<file path="src/shared/ccr_defs.svh">
// Register indices, field positions, reset values of the control bank.
// Assumes a 32-bit word per register; byte address is four times index.
`ifndef CCR_DEFS_SVH
`define CCR_DEFS_SVH

`define CCR_IDX_CONFIG_CONTROL_ZERO 5'h05
`define CCR_IDX_MASK 5'h06
`define CCR_IDX_CONFIG_CONTROL_ONE 5'h0a
`define CCR_IDX_STATE 5'h0b

`define CCR_ADDR_CONFIG_CONTROL_ZERO ({`CCR_IDX_CONFIG_CONTROL_ZERO, 2'h0})
`define CCR_ADDR_MASK ({`CCR_IDX_MASK, 2'h0})
`define CCR_ADDR_CONFIG_CONTROL_ONE ({`CCR_IDX_CONFIG_CONTROL_ONE, 2'h0})
`define CCR_ADDR_STATE ({`CCR_IDX_STATE, 2'h0})

`define CCR_BIT_KEY 31
`define CCR_BIT_IPORT 30
`define CCR_BIT_OVERHEAT 12
`define CCR_BIT_FALLBACK 10
`define CCR_BIT_CELLMASK 8
`define CCR_BIT_FRAME_ADDRESS_SOURCE 7
`define CCR_BIT_DEC 6
`define CCR_BIT_SEC_HI 5
`define CCR_BIT_SEC_LO 4
`define CCR_BIT_PERSIST 3
`define CCR_BIT_GTS 0

`define CCR_SEC_OPEN 2'h0
`define CCR_SEC_NO_READ 2'h1

`define CCR_CONFIG_CONTROL_ZERO_RST 32'h00000481
`define CCR_CONFIG_CONTROL_ZERO_WMASK 32'hc00015f9
`define CCR_MASK_RST 32'hffffffff
`define CCR_CONFIG_CONTROL_ONE_RST 32'h00000000

`endif

</file>
<file path="src/shared/ccr_pkg.sv">
// Types carried between the control bank and its surroundings.
// Assumes the defines header is included by users of field positions.
package ccr_pkg;

  // One access from the configuration packet path
  typedef struct packed {
    logic wr;
    logic rd;
    logic [6:0] addr;
    logic [31:0] data;
    logic internal;
    logic encrypted;
  } ccr_req_t;

  // Levels and values sensed from the configuration logic
  typedef struct packed {
    logic end_of_startup;
    logic cfgTristateN;
    logic overheat;
    logic configFailed;
    logic encEnd;
    logic [23:0] eccErrAddr;
    logic [23:0] crcAddr;
  } ccr_sense_t;

  // Control outputs toward the device
  typedef struct packed {
    logic keySource;
    logic internalPortSelect;
    logic overheatShutdown;
    logic fallbackRequest;
    logic haltRequest;
    logic readbackCellMaskN;
    logic [23:0] frameAddr;
    logic decryptorEnable;
    logic [1:0] securityLevel;
    logic readbackBlock;
    logic writeBlock;
    logic interfacePersist;
    logic ioHighZ;
    logic pullupOff;
  } ccr_out_t;

  typedef struct packed {
    logic [31:0] config_control_zero;
    logic [31:0] mask;
    logic [31:0] config_control_one;
    logic keySel;
    logic keyLocked;
    logic [1:0] secLevel;
    logic [31:0] rdData;
    ccr_out_t out;
  } ccr_state_t;

endpackage : ccr_pkg

</file>
<file path="src/rtl/ccr_ctrl.sv">
// Masked configuration control bank: control zero, mask, control one.
// Assumes accesses arrive as synchronous one-cycle strobes; read data
// follows one cycle after the read strobe.
//
// Operation
// - Writes to control zero change only bits enabled by the mask.
// - The mask filters writes to control one the same way.
// - Bit 31 picks key source: 0 battery-backed, 1 fuse.
// - Key source is frozen once decryptor enable becomes set.
// - Bit 30 picks internal access port: 0 top, 1 bottom.
// - Bit 12 set enables over-temperature power down.
// - Bit 10 clear allows fallback on failure; set stops instead.
// - Bit 8 low masks changeable cell readback; high returns them.
// - Bit 7 picks frame address output: error frame or readback CRC.
// - Bit 6 set enables the bitstream decryptor.
// - Bits 5:4 security: 00 open, 01 no readback, 1x no access.
// - Security limits the external port only, not the internal one.
// - New security level applies at encrypted end or after startup.
// - At levels 00 and 01 external writes reach the bank only when not encrypted.
// - Bit 3 set keeps the mode-selected interface after configuration.
// - Bit 0 low tristates user I/Os; high lets them run.
// - User and configuration tristate both asserted turn pull-ups off.
// - Configuration tristate low puts all user I/Os in high impedance.
// - End-of-startup reads 0 until startup finishes, then 1.
`timescale 1ns/100ps
`include "ccr_defs.svh"

module ccr_ctrl (
  input wire logic clk,
  input wire logic rst_n,
  input ccr_pkg::ccr_req_t req,
  input ccr_pkg::ccr_sense_t sense,
  output logic [31:0] regRdData,
  output ccr_pkg::ccr_out_t ctrlOut
);
  import ccr_pkg::*;

  ccr_state_t st;
  ccr_state_t next_st;
  logic extAccess;
  logic wrOk;
  logic rdOk;

  // Merge written data under a mask
  function automatic logic [31:0] maskedWrite(
    input logic [31:0] oldVal,
    input logic [31:0] newVal,
    input logic [31:0] en
  );
    maskedWrite = (oldVal & ~en) | (newVal & en);
  endfunction : maskedWrite

  // Address compare used by write and read decode
  function automatic logic hit(
    input logic [6:0] addr,
    input logic [6:0] target
  );
    hit = (addr == target);
  endfunction : hit

  always_comb begin
    next_st = st;
    extAccess = !req.internal;
    // external writes stopped at level 1x
    wrOk = req.wr && (!extAccess ||
           (!st.secLevel[1] && !req.encrypted));
    // external reads only at open level
    rdOk = req.rd && (!extAccess || (st.secLevel == `CCR_SEC_OPEN));

    if (wrOk) begin
      if (hit(req.addr, `CCR_ADDR_CONFIG_CONTROL_ZERO)) begin
        next_st.config_control_zero = maskedWrite(st.config_control_zero, req.data,
                                   st.mask & `CCR_CONFIG_CONTROL_ZERO_WMASK);
      end else if (hit(req.addr, `CCR_ADDR_MASK)) begin
        next_st.mask = req.data;
      end else if (hit(req.addr, `CCR_ADDR_CONFIG_CONTROL_ONE)) begin
        next_st.config_control_one = maskedWrite(st.config_control_one, req.data, st.mask);
      end
    end

    next_st.rdData = 32'h00000000;
    if (rdOk) begin
      if (hit(req.addr, `CCR_ADDR_CONFIG_CONTROL_ZERO)) begin
        next_st.rdData = st.config_control_zero;
      end else if (hit(req.addr, `CCR_ADDR_MASK)) begin
        next_st.rdData = st.mask;
      end else if (hit(req.addr, `CCR_ADDR_CONFIG_CONTROL_ONE)) begin
        next_st.rdData = st.config_control_one;
      end else if (hit(req.addr, `CCR_ADDR_STATE)) begin
        next_st.rdData = {26'h0000000, st.keyLocked, st.keySel,
                          st.secLevel, sense.end_of_startup, sense.cfgTristateN};
      end
    end

    // key source freezes when decryptor is enabled
    if (!st.keyLocked) begin
      next_st.keySel = next_st.config_control_zero[`CCR_BIT_KEY];
      if (next_st.config_control_zero[`CCR_BIT_DEC] && !st.config_control_zero[`CCR_BIT_DEC]) begin
        next_st.keyLocked = 1'b1;
      end
    end

    // level applies at encrypted end or after startup
    if (st.config_control_zero[`CCR_BIT_DEC] ? sense.encEnd : sense.end_of_startup) begin
      next_st.secLevel = st.config_control_zero[`CCR_BIT_SEC_HI:`CCR_BIT_SEC_LO];
    end

    next_st.out.keySource = st.keySel;
    next_st.out.internalPortSelect = st.config_control_zero[`CCR_BIT_IPORT];
    next_st.out.overheatShutdown = st.config_control_zero[`CCR_BIT_OVERHEAT] &&
                                   sense.overheat;
    next_st.out.fallbackRequest = sense.configFailed &&
                                  !st.config_control_zero[`CCR_BIT_FALLBACK];
    next_st.out.haltRequest = sense.configFailed &&
                              st.config_control_zero[`CCR_BIT_FALLBACK];
    next_st.out.readbackCellMaskN = st.config_control_zero[`CCR_BIT_CELLMASK];
    next_st.out.frameAddr = st.config_control_zero[`CCR_BIT_FRAME_ADDRESS_SOURCE] ? sense.crcAddr :
                            sense.eccErrAddr;
    next_st.out.decryptorEnable = st.config_control_zero[`CCR_BIT_DEC];
    next_st.out.securityLevel = st.secLevel;
    next_st.out.readbackBlock = (st.secLevel != `CCR_SEC_OPEN);
    next_st.out.writeBlock = st.secLevel[1];
    next_st.out.interfacePersist = st.config_control_zero[`CCR_BIT_PERSIST];
    next_st.out.ioHighZ = !st.config_control_zero[`CCR_BIT_GTS] || !sense.cfgTristateN;
    next_st.out.pullupOff = !st.config_control_zero[`CCR_BIT_GTS] &&
                            !sense.cfgTristateN;
  end

  always_ff @(posedge clk or negedge rst_n) begin
    if (!rst_n) begin
      st.config_control_zero <= `CCR_CONFIG_CONTROL_ZERO_RST;
      st.mask <= `CCR_MASK_RST;
      st.config_control_one <= `CCR_CONFIG_CONTROL_ONE_RST;
      st.keySel <= 1'b0;
      st.keyLocked <= 1'b0;
      st.secLevel <= `CCR_SEC_OPEN;
      st.rdData <= 32'h00000000;
      st.out.keySource <= 1'b0;
      st.out.internalPortSelect <= 1'b0;
      st.out.overheatShutdown <= 1'b0;
      st.out.fallbackRequest <= 1'b0;
      st.out.haltRequest <= 1'b0;
      st.out.readbackCellMaskN <= 1'b0;
      st.out.frameAddr <= 24'h000000;
      st.out.decryptorEnable <= 1'b0;
      st.out.securityLevel <= `CCR_SEC_OPEN;
      st.out.readbackBlock <= 1'b0;
      st.out.writeBlock <= 1'b0;
      st.out.interfacePersist <= 1'b0;
      st.out.ioHighZ <= 1'b0;
      st.out.pullupOff <= 1'b0;
    end else begin
      st <= next_st;
    end
  end

  assign regRdData = st.rdData;
  assign ctrlOut = st.out;
endmodule : ccr_ctrl

</file>
<file path="config.mk">
export PLATFORM = sky130hd
export DESIGN_NAME = ccr_ctrl
export DESIGN_NICKNAME = d
export VERILOG_FILES = /design/src/shared/ccr_pkg.sv /design/src/rtl/ccr_ctrl.sv
export VERILOG_INCLUDE_DIRS = /design/src /design/src/shared
export SDC_FILE = /design/constraint.sdc
export NUM_CORES = 1
export LEC_CHECK = 0
export BUFFER_PORTS_ARGS = -buffer_cell sky130_fd_sc_hd__buf_2
export CAP_MARGIN = 20
export CORE_MARGIN = 4
export CORE_UTILIZATION = 50
export DETAILED_ROUTE_END_ITERATION = 12
export HOLD_SLACK_MARGIN = 0.03
export PLACE_DENSITY_LB_ADDON = 0.08
export SYNTH_ARGS = -nofsm -noshare
export SYNTH_HDL_FRONTEND = slang
export SYNTH_SLANG_ARGS = --single-unit
export TNS_END_PERCENT = 5
</file>
<file path="constraint.sdc">
create_clock -name clk -period 2.44 [get_ports clk]
set_input_delay 0.488 -clock clk [delete_from_list [all_inputs] [get_ports clk]]
set_output_delay 0.488 -clock clk [all_outputs]
set_load 0.02 [all_outputs]
</file>
# Yosys cells after proc, flatten, opt, wreduce, memory -nomap -nowiden
# Cells that the tools add are included.
# Widths: inputs -> output; s select.
# totals
register_bits	170
# op_classes
n_mux	15
bitwise	10
reduce_logical	22
n_eq_ne	4
# op_table
cell	count
$mux 32	8
$and 32x32->32	4
$mux 96	1
$mux 64	1
$not 32->32	2
$or 32x32->32	2
$mux 24	1
$eq 7x5->1 const B	2
$eq 7x6->1 const B	2
$logic_and 1x1->1	8
$logic_not 1->1	6
$mux 6	1
$reduce_and 4->1	1
$logic_or 1x1->1	3
$mux 1	3
$reduce_and 3->1	1
$logic_not 2->1	1
$not 1->1	2
$reduce_and 2->1	1
$reduce_bool 2->1	1

# Logic depth before layout (Yosys ltp)
# Gate-level depths: netlist of the first run.
# depth
depth_word	10
mapped_depth	6

# Worst setup path before layout of the first run
# OpenSTA, ideal clock, no wires.
# synth_timing
kind	input to register
from	input req[36] (netlist name)
to	register st, in the netlist next_st[37]
setup_ns	0.125
cell_stages	5
arrival_time_ns	2.022
path_slack_ns	0.293
path_buffers	1
cell_sequence	buf_4 > or4b_4 > nor4_1 > mux2_2 > mux2_2
# synth_lines
element	line	rtl
start: declaration	ccr_ctrl.sv:31	input ccr_pkg::ccr_req_t req,
end signal: assignment	ccr_ctrl.sv:153	st <= next_st;
end: declaration	ccr_ctrl.sv:38	ccr_state_t st;

==> impl_metrics.yaml, run 1 <==
run_status:
  status: "finished clean"
cells_and_area:
  postLayoutCoreUtil_pct: 60.7
  final_common_cell: "buf_2"
  multi_input_area_um2: 2200
  fin_nets: 696
  stdcell_count: 784
  area_growth_pct: 17.5
  fin_area_um2: 7720
  seq_area_um2: 3750
  final_cell_mix: "buf_2, dfrtp_1, mux2_2"
  fillCellCount: 1091
  layout-drive-gt1-share_pct: 59.2
route:
  dr.first_iter.drc_count: 157
  drc: 0
  wl_per_cell_um: 17.7
  drt_first_pass_iters: 4
  vias: 4055
  vias_per_cell: 5.17
  routed_wl_mm: 13.9
  drt.antenna.violating_nets: 0
clock_network:
  numCtsBuffers: 17
  htree_num_levels: 4
  clock_tree.root_cell: "clkbuf_16"
  cts_tree: "done"
  clock_path_buffers: 2
  clkLatencyLatePin_ns: 0.42
  path_clk_slew_ns: 0.06
  cts_resized: 0
  post_cts_buffers: 0
  clock-sinks: 148
critical_path:
  slowest_stage: "or4b_4"
  crit_chain: "buf_2 -> or4b_4 -> nor4_1 -> mux2_2 -> mux2_2"
  path_common_cell: "mux2_2"
  crit_arrival_ns: 2.18
  slowest_delay_ns: 0.58
  path_class: "input port to flip-flop"
  cp.required_ns: 2.74
  critPathBufInv: 1
  cp-start-kind: "input port"
  cpLargestDelayFamily: "simple AND/OR/NAND/NOR gates"
  path_max_fanout: 4
  critPathCaptureType: "flip-flop"
power:
  total_power_mw: 5.19
  ir_drop_mv: 0.388
  power.density_nw_per_um2: 672
  p_leak_nw: 3.79
synthesis:
  synth-main-ff-cell: "dfrtp_1"
  yosysSeqAreaShare_pct: 57.0
  syn_inst: 480
  ys_warn_count: 0
  avgSynthCellArea_um2: 13.7
  synth.distinct_cells: 42
  synth_top_area_cell: "dfrtp_1"
  yosysTopAreaCellShare_pct: 43.0
  ys_async_sr_fraction_pct: 100
  ys_top_cells_by_area: "dfrtp_1, mux2_2, dfstp_2"
  synth_seq_cells: 148
  synth_edf_count: 0
  syn_area_um2: 6570
  syn_nets: 578
sta:
  rsz0062_at_grt: "false"
  fin_setup_tns_ns: 0
  worst_pin_slew_ns: 0.547
  worst_slack_ns: 0.558
  max_freq_ghz: 0.531
  setup_violations: 0
  hold_viol_final: 0
  timing.hold.ws_ns: 0.262
  maxSlewViolCount: 0
  slew_headroom_pct: 63.6
  fin_worst_skew_ns: 0.00520
  period_needed_ns: 1.88
  period_share_pct: 77.1
grt:
  grt_usage_pct: 19.2
  grt_pass1_vias: 4217
  grt_pass1_wl_mm: 21.8
  grt_max_degree: 53
  antenna_found_initial: 1
  overflow: 0
placed_design:
  numPortBuffers: 167
  place_area_um2: 7200
  dp_hpwl_mm: 9.80
  dp_cells: 750
  routabilityCongestion: 0.820
  place_ws_ns: 0.150
floorplanning:
  ios: 168
  die-area_um2: 15000
  die_height_um: 123
  core.rowCount: 41
  fp.dieW_um: 123
  core_area_um2: 12700
  initial_core_util_pct: 51.7
job:
  cap_violations: 0
hold_path:
  hp-class: "input port to flip-flop"
final timing paths:
| check | startpoint | to | slack [ns] | depth (start not counted) |
|---|---|---|---|---|
| setup / recovery | req[35] | next_st[37] | 0.56 | 5 |
| hold / removal | sense[51] | ctrlOut[0] | 0.26 | 2 |
| setup reg to reg | next_st[3] | flip-flop | 0.58 | 5 |
| hold reg to reg | flip-flop | ctrlOut[32] | 0.41 | 0 |
| max in group asynchronous | rst_n | st[120] | 1.13 | 3 |
| min in group asynchronous | rst_n | regRdData[19] | 0.60 | 2 |
cell usage after synthesis (all sizes together) (2+ instances only):
master and n:
nor2b 3, mux2 104, nor4b 2, dfstp 35, nor2 10, buf 76
a221oi 2, o21ai 8, and3 3, nand3 3, dfrtp 113, nand2 14
and2 4, a21oi 4, a221o 2, a32oi 2, a22o 23, o2111a 2
clkbuf 14, a22oi 4, inv 2, a32o 3, nor3b 35
metal layers:
layer	track usage, %	share of wire (%)
met1	23.3	43
met2	32.3	49
met3	5.35	6.3
met4	8.19	1.5
met5	0	0
what timing repair did:
item,in CTS,in global routing
hold buffers,1,0
setup endpoints to repair,0,0
hold endpoints to repair,19,0
power breakdown:
group          leakage (nW)  switching [mW]  total (mW)  internal [mW]
clock network         0.252           0.925        2.27           1.34
logic                  1.66           0.182       0.340          0.158
registers              1.88          0.0353        2.58           2.55
total                  3.79            1.14        5.19           4.05
kinds of logic after synthesis:
family	share of synthesized area, %
DFF	57.0
muxes	18.5
AOI/OAI and AO/OA	6.61
and+or+nand+nor	8.40
buffers and inverters	9.48
worst reg2reg max path, delay by kind of cell, from the launching register on:
kind	cells	cell delay, ns
buffers and inverters	1	0.25
flip-flops	1	0.44
AND/OR/NAND/NOR	2	0.43
AO/OA/AOI/OAI	1	0.26
multiplexers	1	0.37
final cells by class:
type,instances,area share [%]
timing repair buffer,189,13.4
inverter,2,0.0972
tap,172,2.79
antenna,1,0.0324
clock inverter,6,0.421
sequential,148,48.5
multi-input combinational,240,28.5
clock buffer,26,6.21
No activity file was read; power rests on OpenSTA's default activity.
==> run 2, diff against run 1 <==
CORE_UTILIZATION = 48   (was 50)
clock period = 1.7 ns   (was 2.44 ns; I/O delays follow)
==> impl_metrics.yaml, run 2 (synthesis gave the netlist of run 1 again) <==
run_status:
  status: "complete, but fails checks"
  violations: "setup timing"
grt:
  grt_pass1_wl_mm: 23.2
  grt_max_degree: 51
  grt_pass1_vias: 4447
  overflow: 0
  antenna_found_initial: 1
  grt_usage_pct: 18.7
sta:
  maxSlewViolCount: 0
  worst_slack_ns: -0.0622
  setup_violations: 10
  hold_viol_final: 0
  period_share_pct: 104
  rsz0062_at_grt: "true"
  worst_pin_slew_ns: 0.364
  timing.hold.ws_ns: 0.120
  period_needed_ns: 1.76
  fin_worst_skew_ns: 0.00609
  slew_headroom_pct: 75.7
  max_freq_ghz: 0.567
clock_network:
  clock_path_buffers: 2
  clkLatencyLatePin_ns: 0.42
  path_clk_slew_ns: 0.06
  htree_num_levels: 4
  numCtsBuffers: 17
  cts_tree: "done"
  clock-sinks: 148
  clock_tree.root_cell: "clkbuf_16"
route:
  drt.antenna.violating_nets: 0
  drt_first_pass_iters: 4
  dr.first_iter.drc_count: 260
  routed_wl_mm: 14.5
  wl_per_cell_um: 17.9
  vias: 4248
  drc: 0
  vias_per_cell: 5.24
floorplanning:
  ios: 168
  fp.dieW_um: 125
  die_height_um: 125
  die-area_um2: 15600
  core.rowCount: 42
  core_area_um2: 13300
  initial_core_util_pct: 49.2
power:
  pwr-share-clk_pct: 47.5
  p_leak_nw: 4.03
  power.density_nw_per_um2: 966
  total_power_mw: 8.09
  p_comb_share_pct: 6.7
  p_sw_share_pct: 21.6
  p_switching_mw: 1.74
  p_int_mw: 6.34
  p_seq_share_pct: 45.9
  ir_drop_mv: 0.594
critical_path:
  path_class: "flip-flop to flip-flop"
  cp-start-kind: "flip-flop"
  cp.required_ns: 2.00
  crit_arrival_ns: 2.06
  critPathCaptureType: "flip-flop"
  path_max_fanout: 6
cells_and_area:
  fillCellCount: 1089
  layout-drive-gt1-share_pct: 68.3
  postLayoutCoreUtil_pct: 62.7
  area_growth_pct: 27.4
  fin_nets: 719
  final_cell_mix: "buf_2, dfrtp_1, mux2_2"
  final_common_cell: "buf_2"
  fin_area_um2: 8370
  stdcell_count: 810
  n_antenna_cell: 0
job:
  cap_violations: 0
placed_design:
  numPortBuffers: 167
  dp_cells: 772
  routabilityCongestion: 0.782
  place_area_um2: 7420
  dp_hpwl_mm: 9.88
hold_path:
  hp-class: "input port to flip-flop"
run 2: cell types whose count changed in the layout (fill, tap and decap cells not counted), moves of 6 or more:
| cell | before | now |
|---|---|---|
| mux2_4 | 9 | 17 |
| nand2_1 | 14 | 8 |
| mux2_2 | 94 | 86 |
| buf_4 | 19 | 30 |
| nor3b_1 | 32 | 0 |
| clkbuf_1 | 7 | 1 |
| nor3b_2 | 3 | 33 |
| buf_12 | 2 | 8 |
| nand2_2 | 0 | 6 |
run 2: what timing repair did:
item,CTS,global route
setup endpoints to repair,44,50
pin swaps,9,5
gates cloned,0,2
resized for setup,34,23
hold buffers,1,0
buffers inserted,0,3
endpoints found under the hold margin,24,0
run 2: critical path, stage by stage, from the launching register on:
cell and delay [ns]:
dfrtp_1 0.44, buf_6 0.15, o21ba_4 0.20, nor4b_4 0.19
buf_4 0.18, buf_12 0.13, nand2_1 0.07, mux2_4 0.29
run 2: metal layers:
metal / wire length (um) / vias up / track usage (%)
met4: 269 / 2 / 7.08
met2: 6940 / 158 / 29.8
met1: 6300 / 2137 / 24.6
li1: - / 1927 / -
met3: 1000 / 24 / 5.03
met5: 13 / - / 0
run 2: power by group through the flow:
| stage | combinational, mW | clock, mW | sequential (mW) |
|---|---|---|---|
| after floorplan | 0.253 | 0 | 3.75 |
| after global placement | 0.510 | 0 | 3.76 |
| after detailed placement | 0.525 | 0 | 3.77 |
| after CTS | 0.540 | 3.92 | 3.71 |
| after global routing | 0.594 | 4.10 | 3.72 |
| final | 0.539 | 3.84 | 3.71 |
run 2: layout make-up:
cell class                 count  area (um^2)  area share [%]
clock inverter                11          151            1.81
inverter                       2         7.51          0.0896
clock buffer                  21          470            5.62
multi-input combinational    240         2440            29.2
tap                          176          220            2.63
timing repair buffer         212         1330            15.9
sequential                   148         3750            44.7
run 2: worst paths after layout:
path / from / endpoint / slack [ns] / cells after the start
max in group asynchronous: rst_n / st[131] / 0.67 / 3
setup / recovery: next_st[3] / flip-flop / -0.06 / 7
min in group asynchronous: rst_n / regRdData[17] / 0.39 / 2
hold reg to reg: flip-flop / ctrlOut[36] / 0.41 / 0
hold / removal: sense[51] / ctrlOut[0] / 0.12 / 2
setup reg to reg: next_st[3] / flip-flop / -0.06 / 7
run 2: per-stage QoR:
stage / worst slack, ns / setup TNS (ns)
2_1_floorplan: -0.120 / -2.06
3_3_place_gp: -0.253 / -16.27
3_5_place_dp: -0.266 / -17.37
4_1_cts: -0.0789 / -1.28
5_1_grt: -0.0982 / -1.46
6_report: -0.0622 / -0.427
==> run 3, diff against run 2 <==
CORE_UTILIZATION = 50   (was 48)
clock period = 1.65 ns   (was 1.7 ns; I/O delays follow)
==> impl_metrics.yaml, run 3 (synthesis gave the netlist of run 1 again) <==
placed_design:
  routabilityCongestion: 0.766
  numPortBuffers: 167
  dp_hpwl_mm: 10.1
  place_ws_ns: -0.358
  dp_cells: 765
critical_path:
  path_max_fanout: 12
  reg2reg_from: "next_st[3]"
  crit_arrival_ns: 2.03
  ff2ff_path_depth: 6
  startpoint: "next_st[3]"
  r2r_slack_ns: -0.08
  path_class: "flip-flop to flip-flop"
  critPathCaptureType: "flip-flop"
  cp.required_ns: 1.95
  cp-start-kind: "flip-flop"
route:
  met2_length_mm: 7.47
  dr.first_iter.drc_count: 175
  routed_wl_mm: 14.9
  drt.antenna.violating_nets: 0
  vias: 4213
  met3_length_um: 988
  wl_per_cell_um: 18.6
  drt_first_pass_iters: 4
  vias_per_cell: 5.25
  topRoutingLayerUsed: "met4"
  drc: 0
  drt-met1-wl_mm: 6.21
sta:
  hold_viol_final: 0
  worst_pin_slew_ns: 0.357
  maxSlewViolCount: 0
  rsz0062_at_grt: "true"
  period_share_pct: 105
  fin_worst_skew_ns: 0.00441
  fin_setup_tns_ns: -1.68
  worst_slack_ns: -0.0826
  setup_violations: 37
  period_needed_ns: 1.73
  slew_headroom_pct: 76.0
  timing.hold.ws_ns: 0.107
  max_freq_ghz: 0.577
power:
  power.density_nw_per_um2: 990
  p_leak_nw: 4.08
  ir_drop_mv: 0.608
cells_and_area:
  final_cell_mix: "buf_2, dfrtp_1, mux2_2"
  final_common_cell: "buf_2"
  stdcell_count: 802
  fillCellCount: 982
  n_antenna_cell: 0
  layout-drive-gt1-share_pct: 67.0
  fin_nets: 715
  area_growth_pct: 27.7
clock_network:
  clock_path_buffers: 2
  clock_tree.root_cell: "clkbuf_16"
  clock-sinks: 148
  cts_tree: "done"
  numCtsBuffers: 17
  path_clk_slew_ns: 0.06
  clkLatencyLatePin_ns: 0.42
  htree_num_levels: 4
grt:
  overflow: 0
  grt_usage_pct: 20.3
  grt_max_degree: 45
  grt_pass1_wl_mm: 22.8
  grt_pass1_vias: 4426
  antenna_found_initial: 0
floorplanning:
  core.rowCount: 41
  initial_core_util_pct: 51.7
  ios: 168
  fp.dieW_um: 123
  die_height_um: 123
  die-area_um2: 15000
  core_area_um2: 12700
hold_path:
  worstHoldEndpoint: "ctrlOut[0]"
  hp-class: "input port to flip-flop"
  hold_path_depth: 2
  hold_start: "sense[51]"
job:
  cap_violations: 0
run_status:
  status: "complete, but fails checks"
  violations: "setup timing"
==> run 3: area by class of cell <==
class	count	area (um^2)	share of cell area [%]
clock buffer	23	488	5.82
inverter	2	7.51	0.0895
sequential	148	3750	44.7
tap	172	215	2.56
clock inverter	9	125	1.49
timing repair buffer	208	1280	15.3
multi-input combinational	240	2530	30.1
==> run 3: worst max path at each step <==
stage	cells past startpoint	end	slack [ns]
6_report	6	flip-flop	-0.08
3_5_place_dp	5	next_st[37]	-0.36
5_1_grt	6	flip-flop	-0.15
3_3_place_gp	6	flip-flop	-0.30
4_1_cts	6	flip-flop	-0.04
2_1_floorplan	5	next_st[37]	-0.16
==> run 3: worst max-delay path, stage by stage, from the launching register on <==
cell	delay, ns
dfrtp_1	0.40
o21bai_2	0.19
nand4_1	0.15
buf_4	0.19
buf_12	0.16
nor3b_4	0.20
mux2_4	0.31
==> run 3: metal layers <==
metal  GRT usage [%]  up-vias
met3            5.35       16
met5               0        -
met2            34.0      145
met1            25.2     2134
li1                -     1918
met4            7.70        0
==> run 3: timing repair <==
| action | in CTS | in global routing |
|---|---|---|
| pin swaps | 13 | 7 |
| gates cloned | 1 | 0 |
| hold endpoints to repair | 17 | 0 |
| buffers inserted | 3 | 1 |
| endpoints found under the setup margin | 43 | 45 |
| resized for setup | 35 | 38 |
| hold buffers | 1 | 0 |
==> run 3: through the flow <==
| stage | area, um^2 | total power, mW | util [%] |
|---|---|---|---|
| after global placement | 7390 | 4.40 | 58.1 |
| after floorplan | 6590 | 4.13 | - |
| after global routing | 8390 | 8.65 | 66.0 |
| final | 8390 | 8.31 | 66.0 |
| after detailed placement | 7390 | 4.42 | 58.1 |
| after CTS | 8240 | 8.40 | 64.7 |
==> run 3: report_power, final <==
part	switching, mW	leakage, nW	internal [mW]
combinational	0.296	1.90	0.273
clock	1.39	0.299	2.53
sequential	0.0557	1.88	3.77
total	1.74	4.08	6.57
